===== config.mk =====
export PLATFORM = sky130hd
export DESIGN_NAME = dip_input_port
export DESIGN_NICKNAME = d
export VERILOG_FILES = /design/src/dip_pkg.sv /design/src/dip_outclk_gen.sv /design/src/dip_input_port.sv
export SDC_FILE = /design/constraint.sdc
export NUM_CORES = 1
export LEC_CHECK = 0
export BUFFER_PORTS_ARGS = -buffer_cell sky130_fd_sc_hd__buf_4
export CAP_MARGIN = 30
export CORE_ASPECT_RATIO = 0.6
export CORE_MARGIN = 4
export CORE_UTILIZATION = 40
export CTS_CLUSTER_SIZE = 25
export DETAILED_ROUTE_END_ITERATION = 8
export GPL_ROUTABILITY_DRIVEN = 1
export HOLD_SLACK_MARGIN = 0.08
export PLACE_DENSITY = 0.68
export SETUP_SLACK_MARGIN = 0.15
export SLEW_MARGIN = 25
export SYNTH_ARGS = -nofsm -noshare
export SYNTH_HDL_FRONTEND = slang
export SYNTH_SLANG_ARGS = --single-unit

===== constraint.sdc =====
create_clock -name core_clk -period 2.3 [get_ports core_clk]
set_input_delay 0 -clock core_clk [delete_from_list [all_inputs] [get_ports core_clk]]
set_output_delay 0 -clock core_clk [all_outputs]
set_load 0.03 [all_outputs]

===== src/dip_pkg.sv =====
`default_nettype none
package dip_pkg;
  // ------------------------------------------------------------
  // Widths
  // ------------------------------------------------------------
  localparam int LANE_W = 14;           // One sample word
  localparam int SCAN_W = 4 * LANE_W;   // Whole input register
  localparam int ADDR_W = 8;            // Register port address
  localparam int DATA_W = 32;           // Register port data

  // ------------------------------------------------------------
  // Register offsets
  // ------------------------------------------------------------
  localparam logic [ADDR_W-1:0] OFS_STATUS = 8'h00; // Sticky events, write one clears
  localparam logic [ADDR_W-1:0] OFS_MASK = 8'h04;   // Interrupt enables
  localparam logic [ADDR_W-1:0] OFS_CTRL = 8'h08;   // Block control
  localparam logic [ADDR_W-1:0] OFS_STATE = 8'h0c;  // Live state, read only

  // ------------------------------------------------------------
  // Field positions and reset values
  // ------------------------------------------------------------
  localparam int EV_PARITY = 0;          // Parity mismatch seen
  localparam int EV_LOCK_GAIN = 1;       // Lock indicator rose
  localparam int EV_LOCK_LOSS = 2;       // Lock indicator fell
  localparam int EV_W = 3;
  localparam int CTRL_PAR_EN = 0;        // Parity check enable
  localparam int ST_LOCK = 0;
  localparam int ST_FAULT = 1;
  localparam int ST_SCAN = 2;
  localparam int ST_BYPASS = 3;
  localparam logic [EV_W-1:0] MASK_RESET = 3'h0;
  localparam logic [0:0] CTRL_RESET = 1'h1;

  // ------------------------------------------------------------
  // Timing counts, in data-clock periods
  // ------------------------------------------------------------
  localparam logic [5:0] FAULT_HOLD_CNT = 6'h30;  // 48 periods
  localparam int PARITY_LAG = 3;                  // Parity lane lateness
  localparam logic [5:0] LOCK_EDGES = 6'h20;      // Pattern edges to lock

  // Divider limits, in converter clock periods minus one
  localparam logic [1:0] DIV_LIM_BY4 = 2'h1;
  localparam logic [1:0] DIV_LIM_BY8 = 2'h3;

  // ------------------------------------------------------------
  // Types
  // ------------------------------------------------------------
  // Four-level pin reading
  typedef enum logic [1:0] {
    LVL_LOW = 2'h0,
    LVL_RES = 2'h1,
    LVL_OPEN = 2'h2,
    LVL_HIGH = 2'h3
  } dip_level_type;

  // Four sample lanes, offset binary, bit 13 most significant
  typedef struct packed {
    logic [LANE_W-1:0] a;
    logic [LANE_W-1:0] b;
    logic [LANE_W-1:0] c;
    logic [LANE_W-1:0] d;
  } dip_lanes_type;

  // Register port request
  typedef struct packed {
    logic [ADDR_W-1:0] addr;
    logic [DATA_W-1:0] wdata;
    logic write;
    logic read;
  } dip_reg_req_type;
endpackage
`default_nettype wire


===== src/dip_outclk_gen.sv =====
`timescale 1ns/1ps
`default_nettype none
module dip_outclk_gen
  import dip_pkg::*;
(
  input wire logic core_clk,
  input wire logic rst,
  input wire logic ratio_pick,
  input wire logic lag_on,
  output logic data_en,
  output logic clk_out
);
  // ------------------------------------------------------------
  // Divider
  // ------------------------------------------------------------
  logic [1:0] cnt;      // Converter clock periods into data period
  logic [1:0] next_cnt;
  logic [1:0] limit;    // Last count of the period
  logic raw;            // Undelayed data clock level
  logic d1;             // One stage of output delay
  logic d2;             // Extra converter clock period of delay

  assign limit = ratio_pick ? DIV_LIM_BY8 : DIV_LIM_BY4;
  // Greater-or-equal so a ratio change mid-period cannot overrun
  assign data_en = (cnt >= limit);
  assign next_cnt = data_en ? 2'h0 : cnt + 2'h1;
  assign raw = ratio_pick ? ~cnt[1] : ~cnt[0];

  // Count converter clock periods
  always_ff @(posedge core_clk) begin
    if (rst) begin
      cnt <= 2'h0;
    end else begin
      cnt <= next_cnt;
    end
  end

  // Output delay line
  always_ff @(posedge core_clk) begin
    if (rst) begin
      d1 <= 1'b0;
      d2 <= 1'b0;
    end else begin
      d1 <= raw;
      d2 <= d1;
    end
  end

  assign clk_out = lag_on ? d2 : d1;

  // ------------------------------------------------------------
  // Checks
  // ------------------------------------------------------------
  a_div_by4: assert property (@(posedge core_clk) disable iff (rst)
    (data_en && !ratio_pick) ##1 !ratio_pick[*2] |-> data_en)
    else $error("data enable period wrong for divide by four");
  a_div_by8_gap: assert property (@(posedge core_clk) disable iff (rst)
    (data_en && ratio_pick) ##1 ratio_pick[*4] |-> !$past(data_en) && data_en)
    else $error("data enable period wrong for divide by eight");
  a_lag_delay: assert property (@(posedge core_clk) disable iff (rst)
    lag_on && $past(!rst, 2) |-> clk_out == $past(raw, 2))
    else $error("extra lag not one converter period");
  c_ratio_eight: cover property (@(posedge core_clk) disable iff (rst)
    ratio_pick && data_en ##4 data_en);
endmodule
`default_nettype wire


===== src/dip_input_port.sv =====
// Decided for this implementation: the plain strobed port and the address map.
`timescale 1ns/1ps
`default_nettype none
// Summary of operation
// - Scan low: shared output shows lock
// - Scan high: input register shifts out
// - Parity mismatch raises fault for 48 periods
// - Fault may pulse spuriously before lock
// - Data clock is update rate over 8 or 4
// - Bypass high disables the DLL
// - Bypassed: extra lag adds one clock period
// - Not bypassed: both pins select DLL setup
// - Mixing input toggles half-rate modulation
// - Lanes carry 14-bit offset binary samples
// - Whitening lane XORs all lanes, one late
module dip_input_port
  import dip_pkg::*;
(
  input wire logic core_clk,
  input wire logic rst,
  input wire dip_pkg::dip_lanes_type lanes_in,
  input wire logic parity_lane,
  input wire logic whitening_lane,
  input wire logic timing_pattern_lane,
  input wire logic scan_shift_ctl,
  input wire logic outclk_ratio_pick,
  input wire dip_pkg::dip_level_type dll_bypass_pin,
  input wire dip_pkg::dip_level_type extra_lag_pin,
  input wire logic half_rate_mixing_on,
  input wire dip_pkg::dip_reg_req_type reg_req,
  output logic [dip_pkg::DATA_W-1:0] reg_rdata,
  output logic irq,
  output logic lock_scan_out,
  output logic parity_fault_flag,
  output logic source_facing_clock_out,
  output dip_pkg::dip_lanes_type sample_out,
  output logic [3:0] dll_config
);
  import dip_pkg::*;

  // ------------------------------------------------------------
  // Data clock and mode pins
  // ------------------------------------------------------------
  logic data_en;     // One pulse per data-clock period
  logic bypass;      // DLL disabled
  logic lag_on;      // Extra converter period wanted

  assign bypass = (dll_bypass_pin == LVL_HIGH);
  assign lag_on = bypass && (extra_lag_pin == LVL_HIGH);
  // both four-level pins form the setup when not bypassed; bypass forces it to zero
  assign dll_config = bypass ? 4'h0 : {dll_bypass_pin, extra_lag_pin};

  dip_outclk_gen u_outclk (
    .core_clk(core_clk),
    .rst(rst),
    .ratio_pick(outclk_ratio_pick),
    .lag_on(lag_on),
    .data_en(data_en),
    .clk_out(source_facing_clock_out)
  );

  // ------------------------------------------------------------
  // Lock model
  // ------------------------------------------------------------
  logic [5:0] edge_cnt;     // Pattern transitions seen
  logic pattern_prev;       // Pattern lane at last data period
  logic dll_lock;           // Lock indicator
  logic lock_prev;          // For lock edge events

  assign dll_lock = (edge_cnt == LOCK_EDGES);

  // Lock builds on pattern activity; a dead pattern never locks
  always_ff @(posedge core_clk) begin
    if (rst || bypass) begin
      edge_cnt <= 6'h0;
      pattern_prev <= 1'b0;
    end else if (data_en) begin
      pattern_prev <= timing_pattern_lane;
      if (timing_pattern_lane != pattern_prev && !dll_lock) begin
        edge_cnt <= edge_cnt + 6'h1;
      end
    end
  end

  // ------------------------------------------------------------
  // Input register and whitening
  // ------------------------------------------------------------
  logic [SCAN_W-1:0] raw_prev;   // Last raw words, waiting for whitening
  logic [SCAN_W-1:0] in_reg;     // Input register, also scan chain
  logic [SCAN_W-1:0] whitened;   // Raw words after whitening

  // whitening bit belongs to previous words
  assign whitened = raw_prev ^ {SCAN_W{whitening_lane}};

  // Capture normally, shift while scanning
  always_ff @(posedge core_clk) begin
    if (rst) begin
      raw_prev <= '0;
      in_reg <= '0;
    end else if (data_en) begin
      raw_prev <= lanes_in;
      if (scan_shift_ctl) begin
        in_reg <= {in_reg[SCAN_W-2:0], 1'b0};
      end else begin
        in_reg <= whitened;
      end
    end
  end

  assign lock_scan_out = scan_shift_ctl ? in_reg[SCAN_W-1] : dll_lock;

  // ------------------------------------------------------------
  // Sample output and half-rate mixing
  // ------------------------------------------------------------
  dip_lanes_type held;       // Input register viewed as lanes
  dip_lanes_type mixed;      // After half-rate modulation

  assign held = in_reg;
  assign mixed.a = held.a;
  assign mixed.b = half_rate_mixing_on ? ~held.b : held.b;
  assign mixed.c = held.c;
  assign mixed.d = half_rate_mixing_on ? ~held.d : held.d;

  // Output stays still during scan so the DAC does not see the chain
  always_ff @(posedge core_clk) begin
    if (rst) begin
      sample_out <= '0;
    end else if (!scan_shift_ctl) begin
      sample_out <= mixed;
    end
  end

  // ------------------------------------------------------------
  // Parity check
  // ------------------------------------------------------------
  logic [PARITY_LAG-1:0] par_pipe;  // Parity of words, aged per period
  logic par_en;                     // Check enabled by software
  logic par_hit;                    // Mismatch this period
  logic [5:0] hold_cnt;             // Fault flag hold time left

  // compare against words three periods old
  assign par_hit = data_en && par_en && (parity_lane != par_pipe[PARITY_LAG-1]);
  assign parity_fault_flag = (hold_cnt != 6'h0);

  // Age the computed parity with the data clock
  always_ff @(posedge core_clk) begin
    if (rst) begin
      par_pipe <= '0;
    end else if (data_en) begin
      par_pipe <= {par_pipe[PARITY_LAG-2:0], ^lanes_in};
    end
  end

  always_ff @(posedge core_clk) begin
    if (rst) begin
      hold_cnt <= 6'h0;
    end else if (par_hit) begin
      hold_cnt <= FAULT_HOLD_CNT;
    end else if (data_en && parity_fault_flag) begin
      hold_cnt <= hold_cnt - 6'h1;
    end
  end

  // ------------------------------------------------------------
  // Register port and interrupt
  // ------------------------------------------------------------
  logic [EV_W-1:0] status;    // Sticky events
  logic [EV_W-1:0] mask;      // Interrupt enables
  logic [0:0] ctrl;           // Control bits
  logic [EV_W-1:0] events;    // Events this cycle
  logic [EV_W-1:0] wr_clear;  // Write-one-to-clear bits
  logic [DATA_W-1:0] rd_mux;  // Read selection
  logic sel_status;
  logic sel_mask;
  logic sel_ctrl;
  logic sel_state;

  assign sel_status = (reg_req.addr == OFS_STATUS);
  assign sel_mask = (reg_req.addr == OFS_MASK);
  assign sel_ctrl = (reg_req.addr == OFS_CTRL);
  assign sel_state = (reg_req.addr == OFS_STATE);
  assign par_en = ctrl[CTRL_PAR_EN];

  assign events[EV_PARITY] = par_hit;
  assign events[EV_LOCK_GAIN] = dll_lock && !lock_prev;
  assign events[EV_LOCK_LOSS] = !dll_lock && lock_prev;
  assign wr_clear = (reg_req.write && sel_status) ? reg_req.wdata[EV_W-1:0] : '0;
  assign irq = |(status & mask);

  // Unmapped addresses read as zero
  assign rd_mux = sel_status ? {{(DATA_W-EV_W){1'b0}}, status} :
                  sel_mask ? {{(DATA_W-EV_W){1'b0}}, mask} :
                  sel_ctrl ? {{(DATA_W-1){1'b0}}, ctrl} :
                  sel_state ? {28'h0, bypass, scan_shift_ctl, parity_fault_flag, dll_lock} :
                  '0;

  // Set wins over a same-cycle clear
  always_ff @(posedge core_clk) begin
    if (rst) begin
      status <= '0;
      lock_prev <= 1'b0;
    end else begin
      status <= (status & ~wr_clear) | events;
      lock_prev <= dll_lock;
    end
  end

  // Writable registers
  always_ff @(posedge core_clk) begin
    if (rst) begin
      mask <= MASK_RESET;
      ctrl <= CTRL_RESET;
    end else if (reg_req.write) begin
      if (sel_mask) begin
        mask <= reg_req.wdata[EV_W-1:0];
      end else if (sel_ctrl) begin
        ctrl <= reg_req.wdata[0:0];
      end
    end
  end

  // Read data stands only in the cycle after the strobe
  always_ff @(posedge core_clk) begin
    if (rst) begin
      reg_rdata <= '0;
    end else begin
      reg_rdata <= reg_req.read ? rd_mux : '0;
    end
  end

  // ------------------------------------------------------------
  // Checks
  // ------------------------------------------------------------
  a_lock_on_pin: assert property (@(posedge core_clk) disable iff (rst)
    !scan_shift_ctl |-> lock_scan_out == dll_lock)
    else $error("shared pin does not show lock");
  a_scan_shift_out: assert property (@(posedge core_clk) disable iff (rst)
    scan_shift_ctl && data_en ##1 scan_shift_ctl |-> lock_scan_out == $past(in_reg[SCAN_W-2]))
    else $error("scan chain did not advance by one bit");
  a_fault_load: assert property (@(posedge core_clk) disable iff (rst)
    par_hit |=> parity_fault_flag && hold_cnt == FAULT_HOLD_CNT)
    else $error("fault hold not loaded with 48");
  a_fault_end: assert property (@(posedge core_clk) disable iff (rst)
    $fell(parity_fault_flag) |-> $past(hold_cnt) == 6'h1 && $past(data_en))
    else $error("fault flag dropped early");
  a_bypass_nolock: assert property (@(posedge core_clk) disable iff (rst)
    bypass |=> !dll_lock)
    else $error("lock shown with DLL bypassed");
  a_dll_setup: assert property (@(posedge core_clk) disable iff (rst)
    !bypass |-> dll_config == {dll_bypass_pin, extra_lag_pin})
    else $error("DLL setup does not follow pins");
  a_mix_invert: assert property (@(posedge core_clk) disable iff (rst)
    !scan_shift_ctl && half_rate_mixing_on |=> sample_out.b == ~$past(held.b)
      && sample_out.a == $past(held.a))
    else $error("half-rate modulation wrong");
  a_whiten_lane: assert property (@(posedge core_clk) disable iff (rst)
    data_en && !scan_shift_ctl |=> in_reg == ($past(raw_prev) ^ {SCAN_W{$past(whitening_lane)}}))
    else $error("whitening not applied to previous words");
  a_parity_pair: assert property (@(posedge core_clk) disable iff (rst)
    data_en ##1 (!data_en)[*1] ##0 1'b1 |-> par_pipe[0] == $past(^lanes_in, 1))
    else $error("parity pipe did not take the words");
  // Set wins, so a same-cycle clear cannot hide the event
  a_irq_level: assert property (@(posedge core_clk) disable iff (rst)
    |(events & mask) && !reg_req.write |=> irq)
    else $error("interrupt not raised");

  // Register port, scan freeze and lock timing
  a_rdata_idle: assert property (@(posedge core_clk) disable iff (rst)
    !reg_req.read |=> reg_rdata == '0)
    else $error("read data left standing");
  a_mask_write: assert property (@(posedge core_clk) disable iff (rst)
    reg_req.write && sel_mask |=> mask == $past(reg_req.wdata[EV_W-1:0]))
    else $error("mask write did not land");
  a_ctrl_write: assert property (@(posedge core_clk) disable iff (rst)
    reg_req.write && sel_ctrl |=> ctrl == $past(reg_req.wdata[0:0]))
    else $error("control write did not land");
  a_scan_freeze: assert property (@(posedge core_clk) disable iff (rst)
    scan_shift_ctl |=> $stable(sample_out))
    else $error("sample output moved during scan");
  a_lock_on_beat: assert property (@(posedge core_clk) disable iff (rst)
    $rose(dll_lock) |-> $past(data_en))
    else $error("lock rose off a data period");
  c_fault_seen: cover property (@(posedge core_clk) disable iff (rst) $rose(parity_fault_flag));
  c_lock_gain: cover property (@(posedge core_clk) disable iff (rst) $rose(dll_lock));
  c_scan_run: cover property (@(posedge core_clk) disable iff (rst)
    scan_shift_ctl && data_en ##2 scan_shift_ctl && data_en);
  c_irq_clear: cover property (@(posedge core_clk) disable iff (rst) $fell(irq));
endmodule
`default_nettype wire


## After elaboration in Yosys (flattened, before gate mapping)

Cells that the tools add are included.

- Output and inout bits: 96
- Bits of input ports: 110
- Register bits after elaboration: 228

- Reductions and logical operators: 24
- Bitwise gates (word level): 12
- Eq/ne operators: 8
- Add/subtract/negate cells: 3
- Muxes and demuxes: 15
- Order comparisons: 1

Operators by type and width:

| operator | count |
|---|---|
| $mux W56 | 1 |
| $reduce_xor A56 Y1 | 1 |
| $xor A56 B56 Y56 | 1 |
| $mux W14 | 2 |
| $not A14 Y14 | 2 |
| $eq A8 B4 Y1 const B | 2 |
| $mux W3 | 5 |
| $mux W6 | 2 |
| $eq A8 B3 Y1 const B | 1 |
| $logic_and A1 B1 Y1 | 8 |
| $logic_not A8 Y1 | 1 |
| $add A6 B1 Y6 const B | 1 |
| $and A3 B3 Y3 | 2 |
| $eq A6 B6 Y1 const B | 1 |
| $reduce_bool A6 Y1 | 1 |
| $reduce_or A2 Y1 | 3 |
| $reduce_or A6 Y1 | 1 |
| $sub A6 B1 Y6 const B | 1 |
| $not A1 Y1 | 5 |
| $reduce_or A5 Y1 | 1 |
| $eq A2 B2 Y1 const B | 2 |
| $mux W4 | 1 |
| $reduce_and A2 Y1 | 2 |
| $mux W1 | 3 |
| other kinds (11) | 13 |

## Logic depth before layout (Yosys ltp)

Gate-level depths: netlist of the first run.

- Depth in word-level cells: 6
- Mapped depth: 9
- Mapped depth without buffers: 8

## By module

Synthesis of the first run repeated with hierarchy kept, for this count alone.

- Cells, all modules: 1034
- Area total of the unflattened synthesis: 9268.9 µm²

By module, submodules not included:

| module | seq. area each (µm²) | instances | cells an instance | area each (µm²) |
|---|---|---|---|---|
| dip_input_port | 3923.8 | 1 | 1019 | 9101.2 |
| dip_outclk_gen | 80.1 | 1 | 15 | 167.7 |

## Worst setup path before layout of the first run

Ideal clock, no wire load.

- Path kind: flip-flop to flip-flop
- From: register u_outclk.cnt[1]
- To: register in_reg[36] (netlist: held[36])
- Period minus slack after synthesis: 1.807 ns
- Cell stages (with the launch flop): 8
- Data required time: 2.230 ns
- Data arrival time: 1.737 ns
- Slack: 0.493 ns
- Cells stage by stage: dfxtp_1 -> ha_1 -> a21o_1 -> clkbuf_1 -> clkbuf_1 -> clkbuf_1 -> nand2_1 -> a21oi_1

- Cells in the longest elaborated chain, start to end: 1

Ends and longest elaborated chain:

| item | line | RTL |
|---|---|---|
| from (decl) | dip_outclk_gen.sv:16 | `logic [1:0] cnt;` |
| from (signal assigned) | dip_outclk_gen.sv:34 | `cnt <= next_cnt;` |
| $ge A2 B2 Y1 | dip_outclk_gen.sv:25 | `assign data_en = (cnt >= limit);` |
| to (signal assigned) | dip_input_port.sv:103 | `in_reg <= {in_reg[SCAN_W-2:0], 1'b0};` |
| to (signal assigned) | dip_input_port.sv:105 | `in_reg <= whitened;` |
| to (decl) | dip_input_port.sv:89 | `logic [SCAN_W-1:0] in_reg;` |

Every way passes these cells.
A chain may end at the register's enable or synchronous reset.

## Final worst setup path of the first run

- From: input port lanes_in[26] in the netlist's numbering
- To: register par_pipe[0]

- Cells in the longest elaborated chain, start to end: 1

Ends and longest elaborated chain:

| item | line | RTL |
|---|---|---|
| from (decl) | dip_input_port.sv:21 | `input wire dip_pkg::dip_lanes_type lanes_in,` |
| $reduce_xor A56 Y1 | dip_input_port.sv:150 | `par_pipe <= {par_pipe[PARITY_LAG-2:0], ^lanes_in};` |
| to (signal assigned) | dip_input_port.sv:150 |  |
| to (decl) | dip_input_port.sv:136 | `logic [PARITY_LAG-1:0] par_pipe;` |

Every way passes these cells.

==> summary.txt, run 1 <==
Final layout
  • Fin nets: 1457
  • Share of layout cells above drive strength 1: 0.148
  • Multi-input logic area: 4720 um^2
  • Area growth, synth to finish: 28.3%
  • Final Core Density: 0.527
  • Fill count: 2104
  • Finished Layout Cells: 1662
  • FF+latch area: 4000 um^2
  • Inserted Diodes: 0

Placed design
  • Post-place setup slack: 0.389 ns
  • Placer Congestion: just over 0.8
  • Placed cells: 1555
  • # port buffers: roughly 150
  • Hpwl dp: 14800 um

STA
  • Least-Margin Pin Slew: 0.637 ns
  • Final WS setup: approximately 0.25 ns
  • Final Max Slew Viols: 0
  • Slew HR: 0.575
  • RSZ-0062 raised after global routing: no
  • Min Tclk post-route: 2.05 ns
  • Post-Route Setup TNS: 0 ns
  • Period Utilization, post-route: 0.890
  • Final setup fails: 0
  • Final Hold Fails: 0
  • Fmax: 0.488 GHz
  • Clock skew: 0.0114 ns

Floorplanning
  • Ports: 206
  • Core Box Area: 22300 um^2
  • Chip Width: 203 um
  • Die extent in y: 125 um
  • Die area: around 25000 um^2
  • Starting Density: 0.411
  • # rows: 42

Yosys
  • Cell variety after synth: 36
  • Most common cell in the netlist: nand2_1
  • Share of async-settable or async-resettable flops after synthesis: 0
  • Synth top area cells: dfxtp_1, xnor2_1, nand2_1
  • Yosys reg bits: 200
  • Gate Count Post-Synth: approximately 1200
  • YS warnings: 0
  • Leading register cell type out of synthesis: dfxtp_1
  • Top-area cell type share of the netlist area: 0.437
  • Synth area leader: dfxtp_1
  • Mean Syn Cell Area: ~7.9 um^2
  • Seq/Total Area, Yosys: 0.437
  • Post-synth top cells: nand2_1, dfxtp_1, a21oi_1
  • Number of synthesized flops with an enable pin: 0
  • Mapped cell area: 9150 um^2

Pwr
  • Leakage: 4.52 nW
  • Maximum VDD drop: 0.000546 V
  • Pwr dens: 760 nW/um^2

Critical path
  • Setup crit end kind: flop
  • Startpoint Class: input pin
  • Worst reg2reg path startpoint: edge_cnt[0]$_SDFFE_PP0P_
  • Max FO, Critical Path: 2
  • Critical path class: input pin to flop
  • CP Launch Point: lanes_in[26]
  • Worst EP required: 2.65 ns
  • Arr. time, crit path: 2.40 ns

Route
  • Routed WL: ~23000 um
  • DR vias: 7834
  • Vias/cell: between 4 and 5
  • TritonRoute pass-1 iters: 5
  • DRC: 0
  • Wire per inst: around 14 um
  • DRT iter0 DRCs: 460
  • ANT nets after route: 0

Hold path
  • Hold path startpoint: scan_shift_ctl
  • Worst hold path class: input pin to flop

Global route
  • Initial antenna violation count: 1
  • Number of global-route vias before repair: 7370
  • GRT overflow: 0
  • Largest net degree at the start of global routing: 116
  • First-pass GRT wire length: 37400 um
  • Global Route Usage Sum: 0.178

CTS
  • Clk pin slew, worst setup/hold paths: 0.07 ns
  • CTS buffer count: 17
  • H-tree depth: 4
  • CTS tree: done
  • Clk sinks: 200
  • # Post-CTS Setup Buffers: 0
  • Clock buffer depth: 2
  • Clk root buf: clkbuf_16
  • Skew-Pair Late Insertion Delay: between 0.4 and 0.5 ns

Outcome
  • Status: finished, final reports clean

Flow run
  • Maxcap violations: 0
layout make-up:
cell class / count / area share
clock buffers: 19 / 0.0386
flip-flops and latches: 200 / 0.341
inverters: 9 / 0.00288
clock inverters: 12 / 0.00873
repair buffers: 238 / 0.174
multi-input cells: 876 / 0.402
well taps: 308 / 0.0328
cell families after synthesis:
| kind of cell | after synthesis | share of synthesized area |
|---|---|---|
| AND/OR/NAND/NOR | 442 | 0.190 |
| AO/OA/AOI/OAI | 220 | 0.123 |
| flip-flops | 200 | 0.437 |
| XOR/XNOR | 149 | 0.146 |
| buffers and inverters | 116 | 0.0600 |
| multiplexers | 32 | 0.0366 |
| adder cells (fa/ha/maj) | 5 | 0.00683 |
| other | 1 | 0.000410 |
where the power goes:
| part | leakage, nW | switching, mW | internal, mW |
|---|---|---|---|
| clock | 0.278 | 1.31 | 1.54 |
| sequential | 1.63 | 0.190 | 3.73 |
| combinational | 2.62 | 1.20 | 0.952 |
| total | 4.52 | 2.71 | 6.22 |
through the flow:
step / instance area, um^2 / hold WS (ns) / total power, mW
2_1_floorplan: 9260 / 0.0952 / 5.50
3_3_place_gp: 10400 / 0.204 / 6.02
3_5_place_dp: 10400 / 0.202 / 6.06
4_1_cts: 11700 / 0.102 / 9.02
5_1_grt: 11700 / 0.129 / 9.40
6_report: 11700 / 0.111 / 8.93
worst max-delay path, cell delays in order:
cell and delay [ns]:
dlygate4sd3_1 0.54, buf_4 0.14, xor2_1 0.16, xnor2_1 0.45, xnor2_1 0.20, xnor3_1 0.33, xnor3_1 0.37, a211oi_2 0.20
state kept, by name, summed over array words and instances, names as in the netlist, 2 cells and up:
signal        cells
par_pipe          3
mask              3
sample_out       56
raw_prev         56
held             56
status            3
hold_cnt          6
u_outclk.cnt      2
edge_cnt          6
reg_rdata         4
final timing paths:
path	end	slack, ns	cells after the start
worst min register to register	status[2]$_SDFF_PP0_	0.46	2
worst max register to register	status[1]$_SDFF_PP0_	0.38	8
worst min-delay path	sample_out[4]$_SDFFE_PP0N_	0.11	3
worst max-delay path	par_pipe[0]$_SDFFE_PP0P_	0.25	8
cells in the final DEF (no fill, tap or decap), types with 2 or more instances in the layout:
cell type        n
and3_1           2
ha_1             5
nor2_1         109
nand2b_1         2
dfxtp_1        200
xnor3_1          2
nand3_1          7
xor2_1          15
nand4_1          4
buf_4          155
a21oi_1        153
o21ai_0         58
nor3_1           7
buf_6            2
mux2_2           2
clkinv_4         3
xnor2_1        132
and2_1           2
nand2_1        298
mux2i_1         29
nor2b_1          6
inv_1            9
clkbuf_8         2
a211oi_1         2
a22oi_1          2
buf_12           5
clkbuf_16       17
dlygate4sd3_1   76
clkinv_2         6
conb_1          28
what timing repair did:
item                       in CTS  in global routing
hold endpoints to repair      105                  0
setup endpoints to repair       0                  0
hold buffers                   76                  0
resized for setup               0                  0
routing by layer:
metal  GRT usage  wire length [um]  part of all wire
met2       0.268             10200              0.45
met4      0.0519               369             0.016
met5           0                 7           0.00031
met3      0.0414              1190             0.052
met1       0.256             11100              0.48
(Power assumes the default switching activity.)
==> inputs of run 2 (changes only) <==
--- a/config.mk
+++ b/config.mk
@@ -7,14 +7,16 @@
 export LEC_CHECK = 0
 export BUFFER_PORTS_ARGS = -buffer_cell sky130_fd_sc_hd__buf_4
 export CAP_MARGIN = 30
+export CELL_PAD_IN_SITES_DETAIL_PLACEMENT = 1
+export CELL_PAD_IN_SITES_GLOBAL_PLACEMENT = 1
 export CORE_ASPECT_RATIO = 0.6
 export CORE_MARGIN = 4
-export CORE_UTILIZATION = 40
+export CORE_UTILIZATION = 39
 export CTS_CLUSTER_SIZE = 25
 export DETAILED_ROUTE_END_ITERATION = 8
 export GPL_ROUTABILITY_DRIVEN = 1
 export HOLD_SLACK_MARGIN = 0.08
-export PLACE_DENSITY = 0.68
+export PLACE_DENSITY = 0.85
 export SETUP_SLACK_MARGIN = 0.15
 export SLEW_MARGIN = 25
 export SYNTH_ARGS = -nofsm -noshare
==> run 2 against run 1 <==
  * Flip-flop and latch count did not move
  * Final area grew 1.6%
  * Critical path depth is the same
  * Fmax fell by 3.8%
  * Combinational power increased by 11%
  * Clock-buffer cell count up 1
  * First-iteration DRC count fell by 21%
  * Register-to-register slack lost 0.18 ns
  * Clock power increased by 1%
  * Critical path type unchanged
  * Die area increased by 2.4%
  * Sequential share of layout area is 0.55 points lower
==> summary.txt, run 2 (synthesis results as in run 1) <==
Outcome
  • Status: finished, final reports clean (unchanged)

STA
  • Final setup fails: 0 (unchanged)
  • Slew HR: 0.586 (was 0.575)
  • Final Max Slew Viols: 0 (unchanged)
  • Least-Margin Pin Slew: 0.621 ns (was 0.637 ns)
  • Min Tclk post-route: 2.13 ns (was 2.05 ns)
  • Fmax: 0.470 GHz (was 0.488 GHz)
  • Clock skew: 0.00926 ns (was 0.0114 ns)
  • Final Hold Fails: 0 (unchanged)
  • Post-Route Setup TNS: 0 ns (unchanged)
  • Final WS setup: 0.171 ns (was 0.252 ns)
  • Tightest hold margin: 0.107 ns (was 0.111 ns)
  • RSZ-0062 raised after global routing: yes (was no)
  • Period Utilization, post-route: 0.926 (was 0.890)

Final layout
  • Fill count: 2747 (was 2104)
  • Final Core Density: 0.517 (was 0.527)
  • Most frequent cells in the layout: nand2_1, dfxtp_1, buf_4, a21oi_1, xnor2_1 (unchanged)
  • Most common cell after layout, fill and taps aside: nand2_1 (unchanged)
  • Fin nets: 1468 (was 1457)
  • Area growth, synth to finish: 30.4% (was 28.3%)
  • Share of layout cells above drive strength 1: 0.151 (was 0.148)

Route
  • Vias/cell: 4.93 (was 4.71)
  • ANT nets after route: 0 (unchanged)
  • Wire per inst: 17.7 um (was 13.7 um)
  • DR vias: 8286 (was 7834)
  • DRT iter0 DRCs: 363 (was 460)
  • TritonRoute pass-1 iters: 4 (was 5)
  • DRC: 0 (unchanged)
  • Routed WL: 29800 um (was 22800 um)

Global route
  • GRT overflow: 0 (unchanged)
  • Largest net degree at the start of global routing: 79 (was 116)
  • Initial antenna violation count: 1 (unchanged)
  • Number of global-route vias before repair: 8764 (was 7370)
  • First-pass GRT wire length: 45700 um (was 37400 um)
  • Global Route Usage Sum: 0.219 (was 0.178)

Floorplanning
  • Die extent in y: 127 um (was 125 um)
  • Starting Density: 0.397 (was 0.411)
  • Chip Width: 206 um (was 203 um)
  • Ports: 206 (unchanged)
  • Core Box Area: 23100 um^2 (was 22300 um^2)
  • # rows: 43 (was 42)
  • Die area: 26100 um^2 (was 25400 um^2)

Critical path
  • Top Family by Delay on Critical Path: XOR/XNOR gates (unchanged)
  • CP max stage cell: dlygate4sd3_1 (unchanged)
  • FF-to-FF End: raw_prev[35]$_SDFFE_PP0P_ (was status[1]$_SDFF_PP0_)
  • Reg2Reg Depth: 6 (was 8)
  • Startpoint Class: input pin (unchanged)
  • Critical path class: input pin to flop (unchanged)
  • WP buf/inv: 2 (unchanged)
  • Critical-path cell list: dlygate4sd3_1 -> buf_4 -> xnor2_1 -> xnor2_1 -> xnor2_1 -> xnor3_1 -> xnor3_1 -> a211oi_2 (was dlygate4sd3_1 -> buf_4 -> xor2_1 -> xnor2_1 -> xnor2_1 -> xnor3_1 -> xnor3_1 -> a211oi_2)
  • Setup crit end kind: flop (unchanged)
  • Worst reg2reg path startpoint: u_outclk.cnt[1]$_SDFF_PP0_ (was edge_cnt[0]$_SDFFE_PP0P_)
  • Crit-path most repeated cell: xnor2_1
  • Max FO, Critical Path: 2 (unchanged)
  • Worst EP required: 2.67 ns (was 2.65 ns)
  • Crit path largest cell delay: 0.56 ns (was 0.54 ns)
  • R2R setup slack: 0.20 ns (was 0.38 ns)
  • Arr. time, crit path: 2.50 ns (was 2.40 ns)

Pwr
  • Maximum VDD drop: 0.000528 V (was 0.000546 V)
  • Design internal power: 6.28 mW (was 6.22 mW)
  • Comb pwr share: 0.259 (was 0.241)
  • Pwr dens: 772 nW/um^2 (was 760 nW/um^2)
  • Leakage: 4.62 nW (was 4.52 nW)
  • Sequential Power Share: 0.427 (was 0.439)
  • Net Sw Frac: 0.319 (was 0.303)
  • Clk pwr share: 0.315 (was 0.320)
  • Psw: 2.94 mW (was 2.71 mW)

Hold path
  • Hold path depth: 5 (was 3)
  • Endpoint, Worst Hold: held[26]$_SDFFE_PP0P_ (was sample_out[4]$_SDFFE_PP0N_)
  • Worst hold path class: input pin to flop (unchanged)
  • Hold path startpoint: whitening_lane (was scan_shift_ctl)

CTS
  • Skew-Pair Late Insertion Delay: 0.44 ns (was 0.43 ns)
  • Clk root buf: clkbuf_16 (unchanged)
  • H-tree depth: 4 (unchanged)
  • CTS buffer count: 17 (unchanged)
  • CTS tree: done (unchanged)
  • Clk pin slew, worst setup/hold paths: 0.07 ns (about the same)
  • Clk sinks: 200 (unchanged)
  • Clock buffer depth: 2 (unchanged)

Flow run
  • Maxcap violations: 0 (unchanged)

Placed design
  • # port buffers: 148 (unchanged)
  • Placer Congestion: 0.802 (was 0.810)
  • Hpwl dp: 17600 um (was 14800 um)
  • Post-place setup slack: 0.241 ns (was 0.389 ns)
## run 2: cell types whose count changed in the layout (fill, tap and decap cells not counted), sizes merged
cell         delta
dlygate4sd3     +5
clkbuf          +4
buf             +3
diode           +1
## run 2: worst max-delay path by stage
stage | startpoint | endpoint | cells past startpoint
CTS | lanes_in[5] | par_pipe[0]$_SDFFE_PP0P_ | 8
global route | u_outclk.cnt[1]$_SDFF_PP0_ | raw_prev[35]$_SDFFE_PP0P_ | 6
global placement | lanes_in[0] | par_pipe[0]$_SDFFE_PP0P_ | 7
detailed placement | lanes_in[0] | par_pipe[0]$_SDFFE_PP0P_ | 7
finish | lanes_in[29] | par_pipe[0]$_SDFFE_PP0P_ | 8
floorplan | u_outclk.cnt[1]$_SDFF_PP0_ | held[36]$_SDFFE_PP0P_ | 7
## run 2: tightest hold or removal path, delay by kind of cell
family / cells / cell delay, ns
buf+inv: 1 / 0.16
xor+xnor: 1 / 0.13
compound gates: 2 / 0.13
simple gates: 1 / 0.07
## run 2: power groups by stage
stage / logic (mW) / clock network (mW) / registers, mW
CTS: 2.27 / 2.96 / 3.93
finish: 2.38 / 2.90 / 3.94
detailed placement: 2.14 / 0 / 4.01
global placement: 2.07 / 0 / 3.99
global route: 2.59 / 3.13 / 3.97
floorplan: 1.45 / 0 / 4.05
## run 2: metal layers
metal / share of wire / global-route usage / up-vias / routed length (um)
li1: - / - / 4055 / -
met1: 0.45 / 0.278 / 4056 / 13600
met2: 0.50 / 0.385 / 143 / 14800
met3: 0.034 / 0.0386 / 32 / 1020
met4: 0.013 / 0.0579 / 0 / 401
met5: 0 / 0 / - / 0
## run 2: cell type report
type	instances	area (um^2)	share of cell area
Multi-Input combinational cell	876	4730	0.396
Sequential cell	200	4000	0.335
Timing Repair Buffer	249	2230	0.187
Clock buffer	20	447	0.0374
Tap cell	315	394	0.0330
Clock inverter	12	103	0.00859
Inverter	9	33.8	0.00283
Antenna cell	1	2.50	0.000210
## run 2: repair_timing
item | 4_1_cts | 5_1_grt
setup endpoints to repair | 0 | 5
hold buffers | 81 | 0
hold endpoints to repair | 92 | 0
setup buffers | 0 | 1
gates resized for setup | 0 | 2
## run 2: per-stage QoR
stage / cell area (um^2) / total power [mW] / instances
after global placement: 10500 / 6.06 / 1564
after CTS: 11800 / 9.16 / 1677
after floorplan: 9260 / 5.50 / 1192
after detailed placement: 10500 / 6.15 / 1564
final: 11900 / 9.22 / 1682
after global routing: 11900 / 9.69 / 1682
==> inputs of run 3 (changes only) <==
--- a/config.mk
+++ b/config.mk
@@ -11,7 +11,7 @@
 export CELL_PAD_IN_SITES_GLOBAL_PLACEMENT = 1
 export CORE_ASPECT_RATIO = 0.6
 export CORE_MARGIN = 4
-export CORE_UTILIZATION = 39
+export CORE_UTILIZATION = 40
 export CTS_CLUSTER_SIZE = 25
 export DETAILED_ROUTE_END_ITERATION = 8
 export GPL_ROUTABILITY_DRIVEN = 1
@@ -21,4 +21,5 @@
 export SLEW_MARGIN = 25
 export SYNTH_ARGS = -nofsm -noshare
 export SYNTH_HDL_FRONTEND = slang
+export SYNTH_HIERARCHICAL = 1
 export SYNTH_SLANG_ARGS = --single-unit
==> run 3 against run 2 <==
  * Cell count is 8.3% lower
  * Critical path depth stayed put
  * Area after synthesis is 1.3% higher
  * Critical path type unchanged
  * Largest power group unchanged
==> summary.txt, run 3 <==
STA
  • Least-Margin Pin Slew: 0.603 ns (was 0.621 ns)
  • RSZ-0062 raised after global routing: no (was yes)
  • Slew HR: 0.598 (was 0.586)
  • Min Tclk post-route: 2.02 ns (was 2.13 ns)
  • Fmax: 0.495 GHz (was 0.470 GHz)
  • Final Max Slew Viols: 0 (unchanged)
  • Final setup fails: 0 (unchanged)
  • Clock skew: 0.0117 ns (was 0.00926 ns)
  • Post-Route Setup TNS: 0 ns (unchanged)
  • Period Utilization, post-route: 0.878 (was 0.926)
  • Final Hold Fails: 0 (unchanged)

Global route
  • GRT overflow: 0 (unchanged)
  • Global Route Usage Sum: 0.207 (was 0.219)
  • Met3 usage: 0.0403 (was 0.0386)
  • Largest net degree at the start of global routing: 79 (unchanged)
  • Number of global-route vias before repair: 8076 (was 8764)
  • Routing usage on met1: 0.259 (was 0.278)
  • First-pass GRT wire length: 43100 um (was 45700 um)
  • Initial antenna violation count: 1 (unchanged)
  • GRT Max-Usage Layer: met2 (unchanged)
  • GR Util met2: 0.365 (was 0.385)

CTS
  • H-tree depth: 4 (unchanged)
  • Skew-Pair Late Insertion Delay: 0.44 ns (about the same)
  • CTS tree: done (unchanged)
  • PostCTS Resize Cnt: 0 (unchanged)
  • # Post-CTS Setup Buffers: 0 (unchanged)
  • CTS buffer count: 17 (unchanged)
  • Clk pin slew, worst setup/hold paths: 0.07 ns (about the same)
  • Clk sinks: 200 (unchanged)
  • Clk root buf: clkbuf_16 (unchanged)
  • Clock buffer depth: 2 (unchanged)

Yosys
  • Synth area leader: dfxtp_1 (unchanged)
  • Mean Syn Cell Area: 8.96 um^2 (was 7.86 um^2)
  • Synth top area cells: dfxtp_1, mux2i_1, xnor2_1 (was dfxtp_1, xnor2_1, nand2_1)
  • Top-area cell type share of the netlist area: 0.432 (was 0.437)
  • Share of async-settable or async-resettable flops after synthesis: 0 (unchanged)
  • YS warnings: 6 (was 0)
  • Leading register cell type out of synthesis: dfxtp_1 (unchanged)
  • Mapped cell area: 9270 um^2 (was 9150 um^2)
  • Cell variety after synth: 40 (was 36)
  • Most common cell in the netlist: nor2_1 (was nand2_1)
  • Gate Count Post-Synth: 1034 (was 1165)
  • Number of synthesized flops with an enable pin: 0 (unchanged)
  • Seq/Total Area, Yosys: 0.432 (was 0.437)
  • Yosys reg bits: 200 (unchanged)
  • Post-synth top cells: nor2_1, dfxtp_1, mux2i_1 (was nand2_1, dfxtp_1, a21oi_1)

Final layout
  • Fin nets: 1336 (was 1468)
  • Fin area: 12000 um^2 (was 11900 um^2)
  • Fill count: 2589 (was 2747)
  • Most frequent cells in the layout: nor2_1, dfxtp_1, buf_4, mux2i_1, xnor2_1 (was nand2_1, dfxtp_1, buf_4, a21oi_1, xnor2_1)
  • Area growth, synth to finish: 29.1% (was 30.4%)
  • Most common cell after layout, fill and taps aside: nor2_1 (was nand2_1)
  • Share of layout cells above drive strength 1: 0.161 (was 0.151)

Hold path
  • Worst hold path class: input pin to flop (unchanged)
  • Endpoint, Worst Hold: edge_cnt[0]$_SDFFE_PP0P_ (was held[26]$_SDFFE_PP0P_)
  • Hold path startpoint: dll_bypass_pin[0] (was whitening_lane)
  • Hold path depth: 4 (was 5)

Pwr
  • Maximum VDD drop: 0.000515 V (was 0.000528 V)
  • Leakage: 4.77 nW (was 4.62 nW)
  • Pwr dens: 763 nW/um^2 (was 772 nW/um^2)
  • Tot Pwr: 9.12 mW (was 9.22 mW)

Floorplanning
  • Core Box Area: 22400 um^2 (was 23100 um^2)
  • Die area: 25800 um^2 (was 26100 um^2)
  • Ports: 206 (unchanged)
  • # rows: 42 (was 43)
  • Chip Width: 205 um (was 206 um)
  • Starting Density: 0.414 (was 0.397)
  • Die extent in y: 126 um (was 127 um)

Critical path
  • Startpoint Class: input pin (unchanged)
  • Arr. time, crit path: 2.39 ns (was 2.50 ns)
  • Worst reg2reg path startpoint: edge_cnt[0]$_SDFFE_PP0P_ (was u_outclk.cnt[1]$_SDFF_PP0_)
  • Setup crit end kind: flop (unchanged)
  • Reg2Reg Depth: 8 (was 6)
  • Critical path class: input pin to flop (unchanged)
  • CP max stage cell: dlygate4sd3_1 (unchanged)
  • WP buf/inv: 2 (unchanged)
  • Max FO, Critical Path: 2 (unchanged)
  • FF-to-FF End: edge_cnt[4]$_SDFFE_PP0P_ (was raw_prev[35]$_SDFFE_PP0P_)
  • Critical-path cell list: dlygate4sd3_1 -> buf_4 -> xor2_1 -> xnor2_1 -> xnor2_1 -> xnor3_1 -> xnor3_1 -> a211oi_2 (was dlygate4sd3_1 -> buf_4 -> xnor2_1 -> xnor2_1 -> xnor2_1 -> xnor3_1 -> xnor3_1 -> a211oi_2)
  • Worst EP required: 2.67 ns (about the same)
  • R2R setup slack: 0.37 ns (was 0.20 ns)
  • Top Family by Delay on Critical Path: XOR/XNOR gates (unchanged)
  • Crit path largest cell delay: 0.55 ns (was 0.56 ns)

Route
  • DRT iter0 DRCs: 329 (was 363)
  • DR vias: 7617 (was 8286)
  • TritonRoute pass-1 iters: 4 (unchanged)
  • DRC: 0 (unchanged)
  • Vias/cell: 4.94 (was 4.93)
  • Wire per inst: 17.5 um (was 17.7 um)
  • Routed WL: 26900 um (was 29800 um)
  • ANT nets after route: 0 (unchanged)

Flow run
  • Maxcap violations: 0 (unchanged)

Placed design
  • Placer Congestion: 0.795 (was 0.802)
  • Placement Cell Area: 10500 um^2 (about the same)
  • Hpwl dp: 16300 um (was 17600 um)
  • # port buffers: 148 (unchanged)

Outcome
  • Status: finished, final reports clean (unchanged)
run 3: cell count changes after synthesis, sizes merged, moves of 3 or more:
cell / before / now
nand3: 7 / 2
nor3: 7 / 4
nor2: 109 / 224
clkbuf: 64 / 53
nand2: 298 / 65
mux2i: 29 / 144
a21oi: 154 / 36
run 3: final cells by class:
| class | count | area [um^2] | area share |
|---|---|---|---|
| inverter | 10 | 37.5 | 0.00314 |
| sequential | 200 | 4000 | 0.335 |
| clock inverter | 12 | 174 | 0.0145 |
| tap | 308 | 385 | 0.0322 |
| antenna | 1 | 2.50 | 0.000209 |
| clock buffer | 20 | 447 | 0.0373 |
| timing repair buffer | 237 | 2060 | 0.172 |
| multi-input combinational | 755 | 4860 | 0.406 |
run 3: repair_timing:
action | in CTS | in global routing
setup endpoints to repair | 0 | 0
endpoints found under the hold margin | 93 | 0
hold buffers | 78 | 0
run 3: tightest hold or removal path, stage by stage:
cell      delay (ns)
buf_4           0.10
nand2_1         0.12
nand2b_1        0.29
nor2_1          0.08
run 3: kinds of logic (layout without fill, tap and decap cells):
group | Yosys count | count (layout) | share of synthesized area
AO/OA/AOI/OAI | 105 | 105 | 0.0610
XOR/XNOR | 149 | 149 | 0.144
adder cells (fa/ha/maj) | 5 | 5 | 0.00675
buffers and inverters | 106 | 279 | 0.0556
flip-flops | 200 | 200 | 0.432
multiplexers | 148 | 148 | 0.162
other | 1 | 29 | 0.000405
AND/OR/NAND/NOR | 320 | 320 | 0.139
run 3: metrics by stage:
stage / hold slack [ns] / instances / setup slack, ns / utilization
2_1_floorplan: 0.0646 / 1061 / 0.258 / -
3_3_place_gp: 0.251 / 1432 / 0.477 / 0.471
3_5_place_dp: 0.261 / 1432 / 0.432 / 0.471
4_1_cts: 0.166 / 1542 / 0.312 / 0.535
5_1_grt: 0.249 / 1543 / 0.172 / 0.534
6_report: 0.194 / 1543 / 0.280 / 0.534
run 3: metal layers:
layer | vias up | wire, um
met4 | 0 | 541
met1 | 3756 | 12100
met5 | - | 0
met3 | 33 | 849
li1 | 3691 | -
met2 | 137 | 13500
run 3: how the worst max path moves through the flow:
stage | startpoint | end | slack [ns] | cells after the start
6_report | lanes_in[26] | par_pipe[0]$_SDFFE_PP0P_ | 0.28 | 8
2_1_floorplan | u_outclk/cnt[1]$_SDFF_PP0_ | held[15]$_SDFFE_PP0P_ | 0.26 | 7
3_5_place_dp | lanes_in[26] | par_pipe[0]$_SDFFE_PP0P_ | 0.43 | 7
5_1_grt | edge_cnt[0]$_SDFFE_PP0P_ | lock_scan_out | 0.17 | 6
4_1_cts | lanes_in[27] | par_pipe[0]$_SDFFE_PP0P_ | 0.31 | 8
3_3_place_gp | lanes_in[11] | par_pipe[0]$_SDFFE_PP0P_ | 0.48 | 7
run 3: power by group:
part	leakage, nW	internal [mW]	switching (mW)
clock	0.304	1.85	1.37
sequential	1.63	3.68	0.172
combinational	2.84	0.970	1.09
